**src/rtl/usc_map.svh**
```systemverilog
`ifndef USC_MAP_SVH
`define USC_MAP_SVH
// register byte addresses
`define USC_ADDR_STA      12'h000
`define USC_ADDR_MODE     12'h004
`define USC_ADDR_TXDATA   12'h008
`define USC_ADDR_RXDATA   12'h00C
// status-and-control field positions
`define USC_AUTO_ADDR_DETECT_ENABLE_BIT    24
`define USC_ADDR_LSB      16
`define USC_TXISEL_LSB    14
`define USC_TXINV_BIT     13
`define USC_RXEN_BIT      12
`define USC_BRK_BIT       11
`define USC_TXEN_BIT      10
`define USC_TXBF_BIT      9
`define USC_TX_SHIFT_EMPTY_FLAG_BIT      8
`define USC_RXDA_BIT      0
// mode register field positions
`define USC_ON_BIT        15
`define USC_INFRARED_ENCODE_ENABLE_BIT      12
// status-and-control reset value
`define USC_STA_RESET     32'h0000_0100
// frame shape
`define USC_BRK_ZEROS     12
`define USC_DATA_BITS     8
`define USC_BAUD_DIV      16'h00D9
`endif

```
**src/rtl/usc_pkg.sv**
```systemverilog
package usc_pkg;
  typedef enum logic [1:0] {
    USC_TXI_SPACE = 2'h0,
    USC_TXI_DONE  = 2'h1,
    USC_TXI_EMPTY = 2'h2,
    USC_TXI_RSVD  = 2'h3
  } usc_txi_e;
  typedef struct packed {
    logic       auto_addr_detect_enable;
    logic [7:0] addr_char;
    usc_txi_e   tx_irq_mode_select;
    logic       tx_polarity_invert;
    logic       receiver_enable_bit;
    logic       transmitter_enable_bit;
  } usc_ctrl_s;
  typedef enum logic [3:0] {
    USC_TX_IDLE  = 4'h1,
    USC_TX_START = 4'h2,
    USC_TX_DATA  = 4'h4,
    USC_TX_STOP  = 4'h8
  } usc_tx_e;
endpackage

```
**src/rtl/usc_uart.sv**
```systemverilog
`timescale 1ns/1ps
`include "usc_map.svh"
module usc_uart #(
  parameter int DEPTH = 16
) (
  input  wire logic        pclk,
  input  wire logic        presetn,
  input  wire logic        psel,
  input  wire logic        penable,
  input  wire logic        pwrite,
  input  wire logic [11:0] paddr,
  input  wire logic [31:0] pwdata,
  output logic      [31:0] prdata,
  output logic             pready,
  output logic             pslverr,
  input  wire logic        serial_rx_pin,
  output logic             serial_tx_pin,
  output logic             tx_pin_owned,
  output logic             rx_pin_owned,
  output logic             tx_irq
);
  // ==========================================
  // registers
  usc_pkg::usc_ctrl_s ctrl;
  logic        module_on;
  logic        infrared_encode_enable;
  logic        break_request;
  logic        acc;
  logic        wr;
  logic        fifo_in_ready;
  logic [7:0]  fifo_out;
  logic        fifo_valid;
  logic        fifo_pop;
  logic        tx_enabled;
  logic        tx_flush;
  logic        tx_shift_empty_flag;
  logic [7:0]  rx_buf;
  logic        rx_data_available;
  logic        addr_matched;
  // apb access phase strobes and transmitter gating
  assign acc        = psel && penable;
  assign wr         = acc && pwrite;
  assign tx_enabled = ctrl.transmitter_enable_bit && module_on;
  assign tx_flush   = !ctrl.transmitter_enable_bit;
  // control fields written by software
  always_ff @(posedge pclk or negedge presetn) begin
    if (!presetn) begin
      ctrl                   <= '0;
      module_on              <= 1'b0;
      infrared_encode_enable <= 1'b0;
    end else if (wr && paddr == `USC_ADDR_STA) begin
      ctrl.auto_addr_detect_enable <= pwdata[`USC_AUTO_ADDR_DETECT_ENABLE_BIT];
      ctrl.addr_char               <= pwdata[`USC_ADDR_LSB +: 8];
      ctrl.tx_irq_mode_select      <= usc_pkg::usc_txi_e'(pwdata[`USC_TXISEL_LSB +: 2]);
      ctrl.tx_polarity_invert      <= pwdata[`USC_TXINV_BIT];
      ctrl.receiver_enable_bit     <= pwdata[`USC_RXEN_BIT];
      ctrl.transmitter_enable_bit  <= pwdata[`USC_TXEN_BIT];
    end else if (wr && paddr == `USC_ADDR_MODE) begin
      module_on              <= pwdata[`USC_ON_BIT];
      infrared_encode_enable <= pwdata[`USC_INFRARED_ENCODE_ENABLE_BIT];
    end
  end
  // ==========================================
  // apb read path, zero-wait answer
  always_ff @(posedge pclk or negedge presetn) begin
    if (!presetn) begin
      prdata  <= '0;
      pready  <= 1'b0;
      pslverr <= 1'b0;
    end else begin
      pready  <= psel && !penable;
      pslverr <= psel && !penable && !(paddr inside {`USC_ADDR_STA, `USC_ADDR_MODE,
                 `USC_ADDR_TXDATA, `USC_ADDR_RXDATA});
      prdata  <= '0;
      if (psel && !penable && !pwrite) begin
        unique case (paddr)
          `USC_ADDR_STA: prdata <= {7'h00, ctrl.auto_addr_detect_enable, ctrl.addr_char,
            ctrl.tx_irq_mode_select, ctrl.tx_polarity_invert, ctrl.receiver_enable_bit,
            break_request, ctrl.transmitter_enable_bit, !fifo_in_ready, tx_shift_empty_flag,
            7'h00, rx_data_available};
          `USC_ADDR_MODE: prdata <= {16'h0000, module_on, 2'h0, infrared_encode_enable,
            12'h000};
          `USC_ADDR_RXDATA: prdata <= {24'h000000, rx_buf};
          default: prdata <= '0;
        endcase
      end
    end
  end
  // ==========================================
  // baud tick divider, one enable pulse per bit
  logic [15:0] baud_cnt;
  logic        bit_tick;
  always_ff @(posedge pclk or negedge presetn) begin
    if (!presetn) begin
      baud_cnt <= '0;
      bit_tick <= 1'b0;
    end else begin
      bit_tick <= (baud_cnt == `USC_BAUD_DIV);
      baud_cnt <= (baud_cnt == `USC_BAUD_DIV) ? 16'h0000 : 16'(baud_cnt + 1'b1);
    end
  end
  // ==========================================
  // transmit buffer; writes while full are dropped
  usc_fifo #(.WIDTH(8), .DEPTH(DEPTH)) u_txq (
    .pclk      (pclk),
    .presetn   (presetn),
    .flush     (tx_flush),
    .in_data   (pwdata[7:0]),
    .in_valid  (wr && paddr == `USC_ADDR_TXDATA && tx_enabled),
    .in_ready  (fifo_in_ready),
    .out_data  (fifo_out),
    .out_valid (fifo_valid),
    .out_ready (fifo_pop)
  );
  // ==========================================
  // transmit shifter
  usc_pkg::usc_tx_e tx_state;
  logic [11:0] shreg;
  logic [3:0]  bit_cnt;
  logic [3:0]  bit_last;
  logic        tx_bit;
  logic        brk_active;
  // a pending break goes out first; the queued character waits for the next idle tick
  assign fifo_pop = tx_enabled && tx_state == usc_pkg::USC_TX_IDLE && bit_tick
                    && fifo_valid && !break_request;
  // every step waits for the shared tick, so bit times cannot drift apart
  always_ff @(posedge pclk or negedge presetn) begin
    if (!presetn) begin
      tx_state   <= usc_pkg::USC_TX_IDLE;
      shreg      <= '0;
      bit_cnt    <= '0;
      bit_last   <= '0;
      tx_bit     <= 1'b1;
      brk_active <= 1'b0;
    end else if (!tx_enabled) begin
      tx_state   <= usc_pkg::USC_TX_IDLE;
      tx_bit     <= 1'b1;
      brk_active <= 1'b0;
    end else if (bit_tick) begin
      unique case (tx_state)
        usc_pkg::USC_TX_IDLE: begin
          tx_bit <= 1'b1;
          if (break_request) begin
            shreg      <= '0;
            bit_last   <= 4'(`USC_BRK_ZEROS - 1);
            brk_active <= 1'b1;
            tx_bit     <= 1'b0;
            tx_state   <= usc_pkg::USC_TX_START;
          end else if (fifo_valid) begin
            shreg    <= {4'h0, fifo_out};
            bit_last <= 4'(`USC_DATA_BITS - 1);
            tx_bit   <= 1'b0;
            tx_state <= usc_pkg::USC_TX_START;
          end
        end
        usc_pkg::USC_TX_START: begin
          tx_bit   <= shreg[0];
          shreg    <= {1'b0, shreg[11:1]};
          bit_cnt  <= '0;
          tx_state <= usc_pkg::USC_TX_DATA;
        end
        usc_pkg::USC_TX_DATA: begin
          if (bit_cnt == bit_last) begin
            tx_bit   <= 1'b1;
            tx_state <= usc_pkg::USC_TX_STOP;
          end else begin
            tx_bit  <= shreg[0];
            shreg   <= {1'b0, shreg[11:1]};
            bit_cnt <= 4'(bit_cnt + 1'b1);
          end
        end
        usc_pkg::USC_TX_STOP: begin
          brk_active <= 1'b0;
          tx_state   <= usc_pkg::USC_TX_IDLE;
        end
      endcase
    end
  end
  // break request: software sets, hardware clears at stop
  always_ff @(posedge pclk or negedge presetn) begin
    if (!presetn) begin
      break_request <= 1'b0;
    end else if (wr && paddr == `USC_ADDR_STA && pwdata[`USC_BRK_BIT]) begin
      break_request <= 1'b1; // a new set wins over completion
    end else if (brk_active && bit_tick && tx_state == usc_pkg::USC_TX_STOP) begin
      break_request <= 1'b0;
    end
  end
  // shift-empty flag and pin drive
  always_ff @(posedge pclk or negedge presetn) begin
    if (!presetn) begin
      tx_shift_empty_flag          <= 1'b1;
      serial_tx_pin <= 1'b1;
      tx_pin_owned  <= 1'b0;
      rx_pin_owned  <= 1'b0;
      tx_irq        <= 1'b1;
    end else begin
      tx_shift_empty_flag <= !fifo_valid && tx_state == usc_pkg::USC_TX_IDLE && !fifo_pop;
      // idle level: plain line idles high unless inverted; encoded one the other way
      serial_tx_pin <= infrared_encode_enable ? (ctrl.tx_polarity_invert && tx_bit)
                                              : (tx_bit ^ ctrl.tx_polarity_invert);
      tx_pin_owned  <= tx_enabled;
      rx_pin_owned  <= ctrl.receiver_enable_bit && module_on;
      unique case (ctrl.tx_irq_mode_select)
        usc_pkg::USC_TXI_EMPTY: tx_irq <= !fifo_valid;
        usc_pkg::USC_TXI_DONE:  tx_irq <= tx_shift_empty_flag;
        usc_pkg::USC_TXI_SPACE: tx_irq <= fifo_in_ready;
        default:                tx_irq <= 1'b0; // reserved code
      endcase
    end
  end
  // ==========================================
  // receiver: synchronise pin, sample mid-bit
  logic       rx_s1;
  logic       rx_s2;
  logic [3:0] rx_cnt;
  logic [7:0] rx_sh;
  logic [15:0] rx_div;
  logic       rx_busy;
  logic       rx_in;
  always_ff @(posedge pclk or negedge presetn) begin
    if (!presetn) begin
      rx_s1 <= 1'b1;
      rx_s2 <= 1'b1;
    end else begin
      rx_s1 <= serial_rx_pin;
      rx_s2 <= rx_s1;
    end
  end
  // a released pin reads as mark, so a stray low never starts a frame
  assign rx_in = rx_pin_owned ? rx_s2 : 1'b1;
  // start edge arms a half-bit count so each sample lands mid-bit
  always_ff @(posedge pclk or negedge presetn) begin
    if (!presetn) begin
      rx_busy <= 1'b0;
      rx_div  <= '0;
      rx_cnt  <= '0;
      rx_sh   <= '0;
    end else if (!rx_busy) begin
      rx_div <= 16'(`USC_BAUD_DIV >> 1);
      rx_cnt <= '0;
      rx_busy <= !rx_in;
    end else if (rx_div != '0) begin
      rx_div <= 16'(rx_div - 1'b1);
    end else begin
      rx_div <= `USC_BAUD_DIV;
      rx_cnt <= 4'(rx_cnt + 1'b1);
      if (rx_cnt >= 4'h1 && rx_cnt <= 4'h8) rx_sh <= {rx_in, rx_sh[7:1]};
      if (rx_cnt == 4'h9) rx_busy <= 1'b0;
    end
  end
  // receive data, address filter
  always_ff @(posedge pclk or negedge presetn) begin
    if (!presetn) begin
      rx_buf            <= '0;
      rx_data_available <= 1'b0;
      addr_matched      <= 1'b0;
    end else if (rx_busy && rx_div == '0 && rx_cnt == 4'h9 && rx_in) begin
      if (!ctrl.auto_addr_detect_enable || addr_matched) begin
        rx_buf            <= rx_sh;
        rx_data_available <= 1'b1; // set wins over read clear
      end else if (rx_sh == ctrl.addr_char) begin
        addr_matched <= 1'b1;
      end
    end else begin
      if (acc && !pwrite && paddr == `USC_ADDR_RXDATA) rx_data_available <= 1'b0;
      if (!ctrl.auto_addr_detect_enable) addr_matched <= 1'b0;
    end
  end
endmodule

```
**src/rtl/usc_fifo.sv**
```systemverilog
`timescale 1ns/1ps
// ==========================================
// small synchronous fifo
module usc_fifo #(
  parameter int WIDTH = 8,
  parameter int DEPTH = 16
) (
  input  wire logic             pclk,
  input  wire logic             presetn,
  input  wire logic             flush,
  input  wire logic [WIDTH-1:0] in_data,
  input  wire logic             in_valid,
  output logic                  in_ready,
  output logic      [WIDTH-1:0] out_data,
  output logic                  out_valid,
  input  wire logic             out_ready
);
  localparam int AW = $clog2(DEPTH);
  logic [WIDTH-1:0] mem [DEPTH];
  logic [AW-1:0]    wptr;
  logic [AW-1:0]    rptr;
  logic [AW:0]      count;
  logic             push;
  logic             pop;
  assign in_ready  = (count != (AW+1)'(DEPTH));
  assign out_valid = (count != '0);
  assign out_data  = mem[rptr];
  assign push      = in_valid && in_ready;
  assign pop       = out_valid && out_ready;
  // storage, flops only
  always_ff @(posedge pclk) begin
    if (push) begin
      mem[wptr] <= in_data;
    end
  end
  // pointers; flush drops everything
  always_ff @(posedge pclk or negedge presetn) begin
    if (!presetn) begin
      wptr  <= '0;
      rptr  <= '0;
      count <= '0;
    end else if (flush) begin
      wptr  <= '0;
      rptr  <= '0;
      count <= '0;
    end else begin
      if (push) wptr <= AW'(wptr + 1'b1);
      if (pop) rptr <= AW'(rptr + 1'b1);
      count <= (AW+1)'(count + push - pop);
    end
  end
endmodule

```
**config.mk**
```make
export PLATFORM = sky130hd
export DESIGN_NAME = usc_uart
export DESIGN_NICKNAME = d
export VERILOG_FILES = /design/src/rtl/usc_pkg.sv /design/src/rtl/usc_uart.sv /design/src/rtl/usc_fifo.sv
export VERILOG_INCLUDE_DIRS = /design/src /design/src/rtl
export SDC_FILE = /design/constraint.sdc
export NUM_CORES = 1
export LEC_CHECK = 0
export ABC_AREA = 1
export BUFFER_PORTS_ARGS = -buffer_cell sky130_fd_sc_hd__buf_4
export CAP_MARGIN = 20
export CORE_ASPECT_RATIO = 2
export CORE_MARGIN = 2
export CORE_UTILIZATION = 24
export DETAILED_ROUTE_END_ITERATION = 6
export HOLD_SLACK_MARGIN = 0.02
export PLACE_DENSITY = 0.43
export SYNTH_ARGS = -nofsm -noshare
export SYNTH_HDL_FRONTEND = slang
export SYNTH_SLANG_ARGS = --single-unit
```
**constraint.sdc**
```tcl
create_clock -name pclk -period 4.7 [get_ports pclk]
set_input_delay 1.41 -clock pclk [delete_from_list [all_inputs] [get_ports pclk]]
set_output_delay 1.41 -clock pclk [all_outputs]
set_load 0.02 [all_outputs]
```
==> parameters.txt <==
Parameter                              Value

Global routing
  Maximum number of pins on one net before global-route repair ... 82
  Wire length of the first global-routing pass ... 50500 µm
  Number of antenna violations at the first check in global routing ... 0
  GR Overflow Total ... 0
  Vias in the first global route ... 8870
  Total Routing Usage GR ... 12.8%

CTS
  CTS HTree Levels ... 1
  Latest clock arrival within the worst-skew pair ... 580 ps
  Clock sinks ... 269
  CTS tree ... done
  Clock transition at the registers of the reported paths ... 60 ps
  Count of hold buffers inserted by post-cts repair ... 0
  Clock Tree Root ... clkbuf_16
  Cts bufs inserted ... 27
  Total setup buffers inserted after CTS ... 0
  Clock buffer depth ... 3
  Cts repair resizes ... 0

Placement
  # port buffers ... 71
  Half-perimeter wire length of the detailed placement result ... 23800 µm
  Area post-placement ... 13100 µm²
  Routability-driven placement congestion ratio ... 0.807
  Setup WS pre-CTS ... 822 ps

Cells and area
  Most common library cell in the layout ignoring fill and taps ... nand2_1
  Filler cells ... 5129
  Net total in the final layout ... 1380
  Area of the multi-input gates ... 3910 µm²
  Final design area excluding fillers ... 14100 µm²
  Layout overhead on the synthesized area ... 18.3%
  Most frequent cells in the layout ... nand2_1, nor2_1, dfrtp_1, edfxtp_1, inv_1
  Share of post-route cells with drive strength above 1 ... 12.1%
  Reg area ... 7380 µm²
  Final core utilization ... 28.7%
  Count of inserted antenna diode cells ... 0

STA
  Maximum operating frequency ... 0.313 GHz
  Maximum clock skew at final layout ... 35.0 ps
  Final Hold Viols ... 0
  Total of endpoints with negative setup slack in the final report ... 0
  Final Slew Violations ... 0
  Setup repair after global routing missed its margin ... no
  Tmin final ... 3190 ps
  Final WS setup ... 1510 ps
  Fin crit share ... 67.9%
  Transition at the pin with the smallest max-transition slack ... 993 ps
  Tightest slew margin relative to the limit ... 33.7%
  Setup TNS ... 0 ps

Synthesis
  Fraction of synthesis flops using an asynchronous set or reset pin ... 52.4%
  Cell types with the largest area share after synthesis ... edfxtp_1, dfrtp_1, nand2_1, nor2_1, nand3_1
  Cell count after synthesis ... 1231
  Sequential share of the synthesized area ... 61.9%
  Mapped Area ... 11900 µm²
  Synth Area per Inst ... 9.68 µm²
  Number of enable flip-flop cells after synthesis ... 128
  Commonest register cell after synthesis ... dfrtp_1
  Synth top area share ... 32.2%
  Cell accounting for the most synthesized area ... edfxtp_1
  Yosys warning total ... 0
  Flip-flop and latch count after synthesis ... 269
  Distinct cell type count after synthesis ... 47

Hold path
  Class of the tightest hold or removal check ... register to register
  Cell count of the worst hold path ... 0

Die
  Count of boundary I/O pins ... 88
  Site Rows ... 115
  Die span in y ... 319 µm
  Die span in x ... 162 µm
  Core area ... 49100 µm²
  Initial standard-cell utilization of the core ... 24.3%
  Die Area ... 51600 µm²

Flow run
  Number of violations of the max-capacitance limit ... 0

Setup path
  CP Launch Type ... input pin
  CP Data Required Time ... 5160 ps
  Maximum fanout along the worst path ... 9
  Endpoint type of the worst setup path ... register
  Critical Setup Path Class ... input pin to register
  Number of cells on the worst reg-to-reg path ... 15
  Data arrival, critical path ... 3660 ps

Drt
  DRC errors left ... 0
  Drt total wl ... 32600 µm
  Drt wl/cell ... 16.5 µm
  Total vias in the final route ... 8415
  Average vias per placed instance ... 4.27
  Number of optimization iterations in the first detailed-route pass ... 5
  Antenna-violating nets left ... 0
  Starting DRT DRC Count ... 351

Power and ir drop
  Worst vdd rail ir drop ... 214 µV
  Leakage Power ... 6.06 nW
  PD cells ... 350 nW/µm²

Outcome
  Status ... completed
==> synth_stat cells, types with 8 or more instances <==
master	count
dfrtp_1	134
clkbuf_1	12
nand2_1	333
xnor2_1	8
nand3_1	92
edfxtp_1	128
a21oi_1	34
o21ai_2	8
buf_2	12
nor2_1	162
inv_1	113
nand4_1	8
nor3_1	19
ha_1	21
xor2_1	23
o21ai_0	55
==> metrics by stage <==
| stage | total power [mW] | hold slack [ps] | std cells |
|---|---|---|---|
| 2_1_floorplan | 2.54 | 345 | 1237 |
| 3_3_place_gp | 2.63 | 348 | 1922 |
| 3_5_place_dp | 2.63 | 347 | 1922 |
| 4_1_cts | 5.03 | 356 | 1972 |
| 5_1_grt | 5.10 | 358 | 1972 |
| 6_report | 4.94 | 356 | 1972 |
==> metal layers <==
| metal | vias to the layer above | routed length, µm | GRT usage, % |
|---|---|---|---|
| met2 | 159 | 18600 | 25.7 |
| met4 | 0 | 1510 | 6.31 |
| met5 | - | 0 | 0 |
| li1 | 4149 | - | - |
| met1 | 4054 | 11400 | 12.6 |
| met3 | 53 | 1130 | 1.61 |
==> registers in the layout, summed over array words and instances (netlist names), 5 cells and up <==
| signal | cells |
|---|---|
| u_txq.mem | 128 |
| prdata | 25 |
| baud_cnt | 16 |
| rx_div | 16 |
| ctrl | 14 |
| rx_buf | 8 |
| rx_sh | 8 |
| shreg | 8 |
| u_txq.count | 5 |
==> worst max-delay path, stage by stage <==
cell      delay, ps
buf_4            90
nand3_1         140
inv_2           200
nand4_1         120
nor3b_2         470
ha_1            260
inv_1            60
fa_1            410
nor3_1          220
a211oi_1         80
xor2_1          140
nor2_1           50
==> kinds of logic after synthesis <==
group	share of synthesized area [%]
other	0.0315
AOI/OAI and AO/OA	5.37
DFF	61.9
and+or+nand+nor	22.4
xor gates and xnor gates	2.28
muxes	0.0945
buffers and inverters	5.50
adders and majority gates	2.37
==> final timing paths <==
kind | end | start | slack, ps
worst max-delay path | u_txq.count[4] | pwrite | 1510
worst min-delay path | rx_s2 | rx_s1 | 360
worst max register to register | u_txq.count[4] | ctrl[0] | 1590
worst min register to register | rx_s2 | rx_s1 | 360
max in group asynchronous | rx_s2 | presetn | 2940
min in group asynchronous | baud_cnt[13] | presetn | 820
==> final cells by class <==
class / count / area share (%)
Clock inverter: 20 / 1.92
Multi-Input combinational cell: 813 / 27.7
Timing Repair Buffer: 78 / 4.27
Tap cell: 643 / 5.71
Sequential cell: 269 / 52.4
Inverter: 119 / 3.19
Clock buffer: 30 / 4.87
==> where the power goes <==
part / switching, mW / total, mW / internal (mW)
sequential: 0.00155 / 2.47 / 2.47
clock: 0.969 / 2.36 / 1.39
combinational: 0.0744 / 0.104 / 0.0291
total: 1.04 / 4.94 / 3.89
(Power assumes the default switching activity.)
